--- src/rsvb_pkg.sv ---
// Package for the reserved-bit register bank: word layout, bit masks,
// reset values and the partition-select field layout.
// Assumes one 32-bit word per register, word aligned.
package rsvb_pkg;
  localparam int unsigned WORD_W      = 32;
  localparam int unsigned ADDR_W      = 8;
  localparam int unsigned WORD_LSB    = 2;
  localparam int unsigned NUM_REGS    = 4;
  localparam int unsigned IDX_W       = 2;
  localparam int unsigned RIS_W       = 4;
  localparam int unsigned NUM_INST    = 16;
  // Register indices
  localparam logic [IDX_W-1:0] IDX_PART_SEL = 2'h0;
  localparam logic [IDX_W-1:0] IDX_CFG      = 2'h1;
  localparam logic [IDX_W-1:0] IDX_ID       = 2'h2;
  localparam logic [IDX_W-1:0] IDX_CTRL     = 2'h3;
  // Partition-select fields
  localparam int unsigned PARTNUM_LSB = 0;
  localparam int unsigned PARTNUM_W   = 16;
  localparam int unsigned RIS_LSB     = 24;
  // Functional bits of the configuration word
  localparam logic [WORD_W-1:0] CFG_FUNC_MASK = 32'h0000_ffff;
  // Reserved-one bits: all of them, and which are writable storage
  localparam logic [WORD_W-1:0] CFG_ONE_MASK  = 32'h00ff_0000;
  localparam logic [WORD_W-1:0] CFG_ONE_WR    = 32'h000f_0000;
  // Reserved-zero bits: the rest; writable subset
  localparam logic [WORD_W-1:0] CFG_ZERO_MASK = 32'hff00_0000;
  localparam logic [WORD_W-1:0] CFG_ZERO_WR   = 32'h0f00_0000;
  // Context bit: in context 1 these bits are reserved-one, else functional
  localparam logic [WORD_W-1:0] CFG_CTX_MASK  = 32'h0000_f000;
  localparam logic [WORD_W-1:0] CFG_RST       = 32'h00ff_0000;
  localparam logic [WORD_W-1:0] PSEL_MASK     = 32'h0f00_ffff;
  localparam logic [WORD_W-1:0] CTRL_MASK     = 32'h0000_0001;
  localparam logic [WORD_W-1:0] ZERO_WORD     = 32'h0000_0000;
  // Read-only identification word, arbitrary neutral value
  localparam logic [WORD_W-1:0] ID_BASE       = 32'h0000_1000;
  localparam logic [WORD_W-1:0] ID_RO_ONE     = 32'h8000_0000;
endpackage

--- src/rsvb_bank.sv ---
// Register bank with reserved-one and reserved-zero bit handling.
// Assumes a simple synchronous request port driven by logic on i_ref_clk.
`timescale 1ns/1ps
`default_nettype none
// Contract
// - Hardwired reserved-one bit reads 1 and ignores writes.
// - Indirect update forces writable reserved-one bits to 1.
// - Writable reserved-one bit reads last stored value, direct or indirect.
// - Unwritten reserved bit reads its reset value.
// - Direct write updates dedicated storage for writable reserved-one bits.
// - Reserved-one stored value affects only readback.
// - Hardwired or writable form chosen per field.
// - Context-reserved bit reads last stored value regardless of context.
// - Always-reserved bits may be stored or ignored.
// - Read-only reserved-one bit reads as 1.
// - Reserved positions: zero in RW registers, defined value in RO.
// - Arbitrary read values reveal no hidden state.
// - 32-bit words, aligned when byte address is multiple of 4.
// - Instance selector picks configured and described instance.
// - Reserved-zero: hardwired reads 0; indirect write forces 0.
module rsvb_bank
  import rsvb_pkg::*;
#(
  parameter logic [WORD_W-1:0] P_ONE_WR  = CFG_ONE_WR,
  parameter logic [WORD_W-1:0] P_ZERO_WR = CFG_ZERO_WR,
  parameter int unsigned       P_INST    = NUM_INST
)
(
  input  wire logic              i_ref_clk,
  input  wire logic              i_reset,
  input  wire logic              i_req,
  input  wire logic              i_wr,
  input  wire logic [ADDR_W-1:0] i_addr,
  input  wire logic [WORD_W-1:0] i_wdata,
  input  wire logic              i_ind_wr,
  input  wire logic [WORD_W-1:0] i_ind_data,
  output var  logic              o_ack,
  output var  logic              o_err,
  output var  logic [WORD_W-1:0] o_rdata,
  output var  logic [WORD_W-1:0] o_cfg_func,
  output var  logic [RIS_W-1:0]  o_sel_inst
);

  // Storage mask: functional bits plus writable reserved bits
  localparam logic [WORD_W-1:0] STORE_MASK =
    CFG_FUNC_MASK | (P_ONE_WR & CFG_ONE_MASK) | (P_ZERO_WR & CFG_ZERO_MASK);
  localparam logic [WORD_W-1:0] HARD_ONE = CFG_ONE_MASK & ~P_ONE_WR;

  // Merge a written word with the reserved-bit policy
  function automatic logic [WORD_W-1:0] fold_rd(
    input logic [WORD_W-1:0] stored
  );
    fold_rd = (stored & STORE_MASK) | HARD_ONE;
  endfunction

  logic [WORD_W-1:0] cfg_q [P_INST];
  logic [WORD_W-1:0] psel_q;
  logic [WORD_W-1:0] ctrl_q;
  logic              ack_q;
  logic              err_q;
  logic [WORD_W-1:0] rdata_q;
  logic [WORD_W-1:0] func_q;
  logic [RIS_W-1:0]  inst_q;

  // Address decode; misaligned byte address is refused
  wire logic              aligned = (i_addr[WORD_LSB-1:0] == 2'b00);
  wire logic [IDX_W-1:0]  idx     = i_addr[WORD_LSB+IDX_W-1:WORD_LSB];
  wire logic              mapped  =
    (i_addr[ADDR_W-1:WORD_LSB+IDX_W] == '0);
  wire logic              ok      = i_req & aligned & mapped;
  wire logic              wr_ok   = ok & i_wr;
  wire logic [RIS_W-1:0]  resource_instance_selector     = psel_q[RIS_LSB+RIS_W-1:RIS_LSB];
  wire logic              ctx_res = ctrl_q[0];
  wire logic              inst_ok = (32'(resource_instance_selector) < P_INST);
  wire logic [WORD_W-1:0] cfg_cur = inst_ok ? cfg_q[resource_instance_selector] : CFG_RST;

  // Direct write keeps written values in storage bits
  wire logic [WORD_W-1:0] cfg_dir = i_wdata & STORE_MASK;
  // Indirect update forces reserved storage to its reserved value
  wire logic [WORD_W-1:0] cfg_ind =
    ((i_ind_data & CFG_FUNC_MASK & ~(ctx_res ? CFG_CTX_MASK : ZERO_WORD))
     | (ctx_res ? CFG_CTX_MASK : (i_ind_data & CFG_CTX_MASK))
     | (P_ONE_WR & CFG_ONE_MASK)) & STORE_MASK;

  // Read mux; read-only word shows defined value in reserved bits
  wire logic [WORD_W-1:0] rd_mux =
    (idx == IDX_PART_SEL) ? psel_q :
    (idx == IDX_CFG)      ? fold_rd(cfg_cur) :
    (idx == IDX_ID)       ? (ID_BASE | ID_RO_ONE | 32'(resource_instance_selector)) :
                            ctrl_q;

  // Function bits exported; reserved bits masked out, context bits masked out in context 1
  wire logic [WORD_W-1:0] func_d =
    cfg_cur & CFG_FUNC_MASK & ~(ctx_res ? CFG_CTX_MASK : ZERO_WORD);

  // Per-instance configuration storage
  genvar g;
  generate
    for (g = 0; g < P_INST; g++)
    begin : g_inst
      always_ff @(posedge i_ref_clk)
      begin
        if (i_reset)
          cfg_q[g] <= CFG_RST;
        else if (wr_ok && idx == IDX_CFG && 32'(resource_instance_selector) == g)
          cfg_q[g] <= cfg_dir;
        else if (i_ind_wr && 32'(resource_instance_selector) == g)
          cfg_q[g] <= cfg_ind;
      end
    end
  endgenerate

  // Select and control words; reserved positions kept zero
  always_ff @(posedge i_ref_clk)
  begin
    if (i_reset)
    begin
      psel_q <= ZERO_WORD;
      ctrl_q <= ZERO_WORD;
    end
    else if (wr_ok && idx == IDX_PART_SEL)
      psel_q <= i_wdata & PSEL_MASK;
    else if (wr_ok && idx == IDX_CTRL)
      ctrl_q <= i_wdata & CTRL_MASK;
  end

  // Answer one cycle after request; reads of ID ignore writes
  always_ff @(posedge i_ref_clk)
  begin
    if (i_reset)
    begin
      ack_q   <= 1'b0;
      err_q   <= 1'b0;
      rdata_q <= ZERO_WORD;
      func_q  <= ZERO_WORD;
      inst_q  <= '0;
    end
    else
    begin
      ack_q   <= i_req;
      err_q   <= i_req & ~(aligned & mapped);
      rdata_q <= (ok && !i_wr) ? rd_mux : ZERO_WORD;
      func_q  <= func_d;
      inst_q  <= resource_instance_selector;
    end
  end

  assign o_ack      = ack_q;
  assign o_err      = err_q;
  assign o_rdata    = rdata_q;
  assign o_cfg_func = func_q;
  assign o_sel_inst = inst_q;

endmodule // rsvb_bank
`default_nettype wire

--- config.mk ---
export PLATFORM = sky130hd
export DESIGN_NAME = rsvb_bank
export DESIGN_NICKNAME = d
export VERILOG_FILES = /design/src/rsvb_pkg.sv /design/src/rsvb_bank.sv
export SDC_FILE = /design/constraint.sdc
export NUM_CORES = 1
export LEC_CHECK = 0
export BUFFER_PORTS_ARGS = -buffer_cell sky130_fd_sc_hd__buf_2
export CELL_PAD_IN_SITES_DETAIL_PLACEMENT = 0
export CELL_PAD_IN_SITES_GLOBAL_PLACEMENT = 2
export CORE_MARGIN = 2
export CORE_UTILIZATION = 40
export DETAILED_ROUTE_END_ITERATION = 16
export HOLD_SLACK_MARGIN = 0.06
export PLACE_DENSITY = 0.83
export SYNTH_ARGS = -nofsm -noshare
export SYNTH_HDL_FRONTEND = slang
export SYNTH_SLANG_ARGS = --single-unit
--- constraint.sdc ---
create_clock -name i_ref_clk -period 2.7 [get_ports i_ref_clk]
set_input_delay 0.135 -clock i_ref_clk [delete_from_list [all_inputs] [get_ports i_ref_clk]]
set_output_delay 0.135 -clock i_ref_clk [all_outputs]
set_load 0.03 [all_outputs]
# Word-level counts from Yosys, hierarchy flattened
# Memories as Yosys holds them, arrays and structs flattened. A register that Yosys moved wholly into a read port is not among the register bits.
# Index checks and enable logic that the tools add are counted.
# op_classes
n_mux	153
n_bitwise	44
n_eq_ne	18
n_reduce_logical	45
# ops
cell	count
28-bit 2-to-1 mux	34
1-bit 2-to-1 mux	114
1-bit logical AND	36
16-bit by 32-bit bitwise AND with 32-bit output	1
4-bit == test, second input constant	8
16-bit 2-to-1 mux	2
32-bit 2-to-1 mux	1
16-bit inverter with 32-bit output	1
1-bit OR	32
16-bit by 28-bit bitwise AND with 28-bit output	1
28-bit by 16-bit OR with 28-bit output	1
4-bit by 3-bit == test with 1-bit output, second input constant	4
4-bit by 2-bit == test with 1-bit output, second input constant	2
4-bit zero test	2
4-bit 2-to-1 mux	2
1-bit bitwise AND	5
2-bit == test, second input constant	2
4-bit by 1-bit == test with 1-bit output, second input constant	1
2-bit zero test	2
4-bit OR reduction	1
1-bit inverter	3
3-bit OR reduction	1
2-bit by 1-bit == test with 1-bit output, second input constant	1
2-bit AND reduction	1
2 further kinds	2
# word_totals
memories	1
reg_bits	91
output_inout_bits	70
mem_bits_rw	448
input_bits	77
# mem_list
memory	depth	width	read_ports	rd_clocked_by_memory_dff	wr	line	text
cfg_q	16	28	1	1	16	rsvb_bank.sv:56	logic [WORD_W-1:0] cfg_q [P_INST];

# Longest topological paths before layout
# depth
word_depth	11
mapped_depth	7
ltp_nobuf	5

# Least setup slack after synthesis
# OpenSTA, ideal clock, no wires.
# synth_path
kind	reg2reg
start	register psel_q[25]
end	memory cfg_q[7][0] (netlist name) (enable)
arrival_ns	2.211
required_ns	2.290
path_buffers	1
stages_incl_launch_ff	5
slack_ns	0.078
period_less_slack_ns	2.622
setup_time_ns	0.410
cell_sequence	dfxtp_1 -> buf_2 -> nor2b_1 -> nand3_1 -> o21bai_1
# synth_lines
item	line	text
from (decl)	rsvb_bank.sv:57	logic [WORD_W-1:0] psel_q;
from (signal assigned)	rsvb_bank.sv:122	psel_q <= i_wdata & PSEL_MASK;
to (decl)	rsvb_bank.sv:56	

# Final worst setup path
# layout_path
start	input i_addr[4]
end	register rdata_q[12], in the netlist o_rdata[12]
# layout_via
elab_chain_len	5
# layout_lines
item	line	text
from (decl)	rsvb_bank.sv:33	input wire logic [ADDR_W-1:0] i_addr,
4-bit zero test	rsvb_bank.sv:69	(i_addr[ADDR_W-1:WORD_LSB+IDX_W] == '0);
1-bit bitwise AND	rsvb_bank.sv:70	wire logic ok = i_req & aligned & mapped;
1-bit logical AND	rsvb_bank.sv:142	rdata_q <= (ok && !i_wr) ? rd_mux : ZERO_WORD;
1-bit inverter (no source line)	--	
2-bit OR reduction (no source line)	--	
to (signal assigned)	rsvb_bank.sv:142	
to (decl)	rsvb_bank.sv:61	logic [WORD_W-1:0] rdata_q;
# No other way between the ends.
# A chain may end at the register's enable or synchronous reset.

==> impl_results.md <==
* Fraction of layout cells with a size suffix above 1 at 25.9%
* Share of the synthesized area in the top cell type at 54.0%
* Starting Density at 40.5%
* Die Ht at 235 um
* Startpoint types: primary input
* Leakage power at 8.60 nW
* Placer's final routability congestion estimate at 0.859
* Drt pass-1 iters at 5
* H-tree Lvls at 2
* Largest cells by area after synthesis: edfxtp_1 (54%), mux4_2 (10%), a22o_1 (8.3%), dfxtp_1 (6.9%), o2bb2ai_1 (2.5%)
* Final WS setup at 0.120 ns
* Sequential-to-total area share from yosys stat at 60.9%
* Multi-input gate area at 7430 um2
* Synth warnings at 0
* Fill count at 4556
* Detailed router's first-iteration violation count at 1712
* Commonest cells post-synth: edfxtp_1 (384), a22o_1 (201), mux4_2 (96)
* Residual DRC at 0
* Count of pins over their slew limit at 0
* Rows at 84
* Max Root-Sink Buffers at 3
* Total wire length at 60400 um
* Core area at 52700 um2
* Gates resized, CTS repair at 0
* Slew headroom at 23.5%
* Pre-CTS WS at 0.277 ns
* First-pass GRT wire length at 89900 um
* Post-synth EDFFs at 384
* Overflow after GRT at 0
* Worst EP arrival at 3.11 ns
* Antenna viol nets, final at 0
* Maximum vdd drop at 0.449 mV
* Placed wire-length estimate at 41000 um
* Placed insts at 2179
* Top Ports at 147
* DIE AREA at 55200 um2
* Skew-Pair Late Insertion Delay at 0.60 ns
* Routed via count at 13700
* CP Capture Type: flip-flop
* Die Span X at 235 um
* WHS at 0.0735 ns
* R2r endpoint: o_rdata[12]$_SDFF_PP0_
* Clock-pin slew on the worst setup and hold paths at 0.06 ns
* Mapped Cells at 1471
* Setup TNS Final at 0 ns
* Cell taking the most area after synthesis: edfxtp_1
* CP required at 3.23 ns
* Synth cell types at 54
* Fin Clk Skew at 0.0206 ns
* Final setup fails at 0
* Maximum clock rate at 388 MHz
* Syn_area_per_cell at 14.5 um2
* Fin nets at 1649
* Largest net degree at the start of global routing at 44
* Initial antenna violation count at 2
* CTS tree: done
* Async SR Flop Fraction at 0%
* CTS buffer count at 47
* Layout area overhead at 15.5%
* Pwr Density at 623 nW/um2
* R2R cell count at 6
* Hold path startpoint: i_wdata[8]
* Fin. Hold Viols at 0
* PortBufs at 103
* Clk sinks at 457
* Layout Cells excl Fill at 2298
* Worst-path fanout max at 11
* Worst Hold Depth at 3
* Cell Area, Synth at 21300 um2
* Outcome: complete, no violations
* Final worst-path cycle share at 95.5%
* RSZ-0062 raised after global routing: false
* Register Area at 13000 um2
* Tot Pwr at 15.4 mW
* Top FF cell, synth: edfxtp_1
* Hold/Removal Path Class: in -> reg
* Reg2reg setup slack at 0.12 ns
* Least-Margin Pin Slew at 1.14 ns
* Count leader, synth: edfxtp_1
* Root buf cell: clkbuf_16
* WL/cell at 26.3 um
* #FFs+latches synth at 457
* Max cap viols at 0
* Minimum clock period at 2.58 ns
* Hold EP: psel_q[8]$_SDFFE_PP0N_
* Via/cell ratio at 5.96
* Vias in the first global route at 13800
* GRT Overall Usage at 21.8%
* Critical path class: in -> reg
## layout make-up
class                      count  area share (%)
antenna                        2          0.0203
timing repair buffer         241            7.27
sequential                   457            52.7
tap                          688            3.49
clock inverter                28            1.34
inverter                       2          0.0305
multi-input combinational    823            30.1
clock buffer                  57            4.96
## registers in the layout, summed over array words and instances, names as in the netlist, named ones only
| name | flops |
|---|---|
| o_err | 1 |
| cfg_q | 384 |
| o_sel_inst | 4 |
| ctrl_q | 1 |
| o_cfg_func | 16 |
| psel_q | 20 |
| o_ack | 1 |
| o_rdata | 26 |
## critical path: stages
cell	delay (ns)
dlygate4sd3_1	0.53
buf_2	0.13
nor4_4	0.22
dlygate4sd3_1	0.62
buf_4	0.16
and4b_1	0.31
nand2_1	0.10
buf_4	0.21
o32ai_1	0.13
dlygate4sd3_1	0.57
## logic make-up after synthesis
kind of cell | after synthesis | share of synthesized area (%)
compound gates | 368 | 14.4
buf+inv | 209 | 4.79
flops | 457 | 60.9
mux | 136 | 12.0
other cells | 1 | 0.0176
simple gates | 300 | 7.88
## per-stage QoR
step,util (%),cell area [um2]
floorplan,-,21400
global route,46.8,24600
finish,46.8,24700
detailed placement,43.3,22800
global placement,43.3,22800
CTS,46.8,24600
## cells in the final DEF (no fill, tap or decap), drive strengths merged, types with 16 or more instances in the layout
master	instances
nor2	66
and2	69
dlygate4sd3	31
or3	49
a22oi	16
o2bb2ai	61
dfxtp	73
conb	19
nand3	25
edfxtp	384
mux2i	39
clkbuf	57
nor2b	17
a21oi	27
a22o	201
nand2b	17
nand2	28
buf	210
o21ai	17
mux4	96
## repair_timing
| action | in CTS | in global routing |
|---|---|---|
| endpoints found under the hold margin | 49 | 0 |
| endpoints found under the setup margin | 0 | 56 |
| buffers inserted | 0 | 1 |
| hold buffers | 31 | 0 |
## how the worst max path moves through the flow
| stage | startpoint | endpoint | slack (ns) | cells after the start |
|---|---|---|---|---|
| after global routing | i_addr[4] | o_rdata[12]$_SDFF_PP0_ | 0.03 | 10 |
| after global placement | i_req | cfg_q[15][7]$_DFFE_PP_ | 0.35 | 6 |
| after CTS | i_addr[4] | o_rdata[12]$_SDFF_PP0_ | 0.07 | 10 |
| after floorplan | psel_q[25]$_SDFFE_PP0N_ | cfg_q[7][0]$_DFFE_PP_ | 0.08 | 4 |
| after detailed placement | i_req | cfg_q[15][4]$_DFFE_PP_ | 0.28 | 6 |
| final | i_addr[4] | o_rdata[12]$_SDFF_PP0_ | 0.12 | 10 |
## layer usage
layer  track usage [%]  wire (um)  part of all wire (%)
met1              30.5      24700                    41
met2              34.5      28400                    47
met3              3.90       5910                   9.8
met4              6.79       1390                   2.3
met5                 0         11                 0.018
## where the power goes
group          switching [mW]  internal, mW  leakage (nW)
registers              0.0525          7.81          4.36
clock network            2.76          3.91         0.759
logic                   0.583         0.252          3.47
Power figures use the tool's default switching activity.
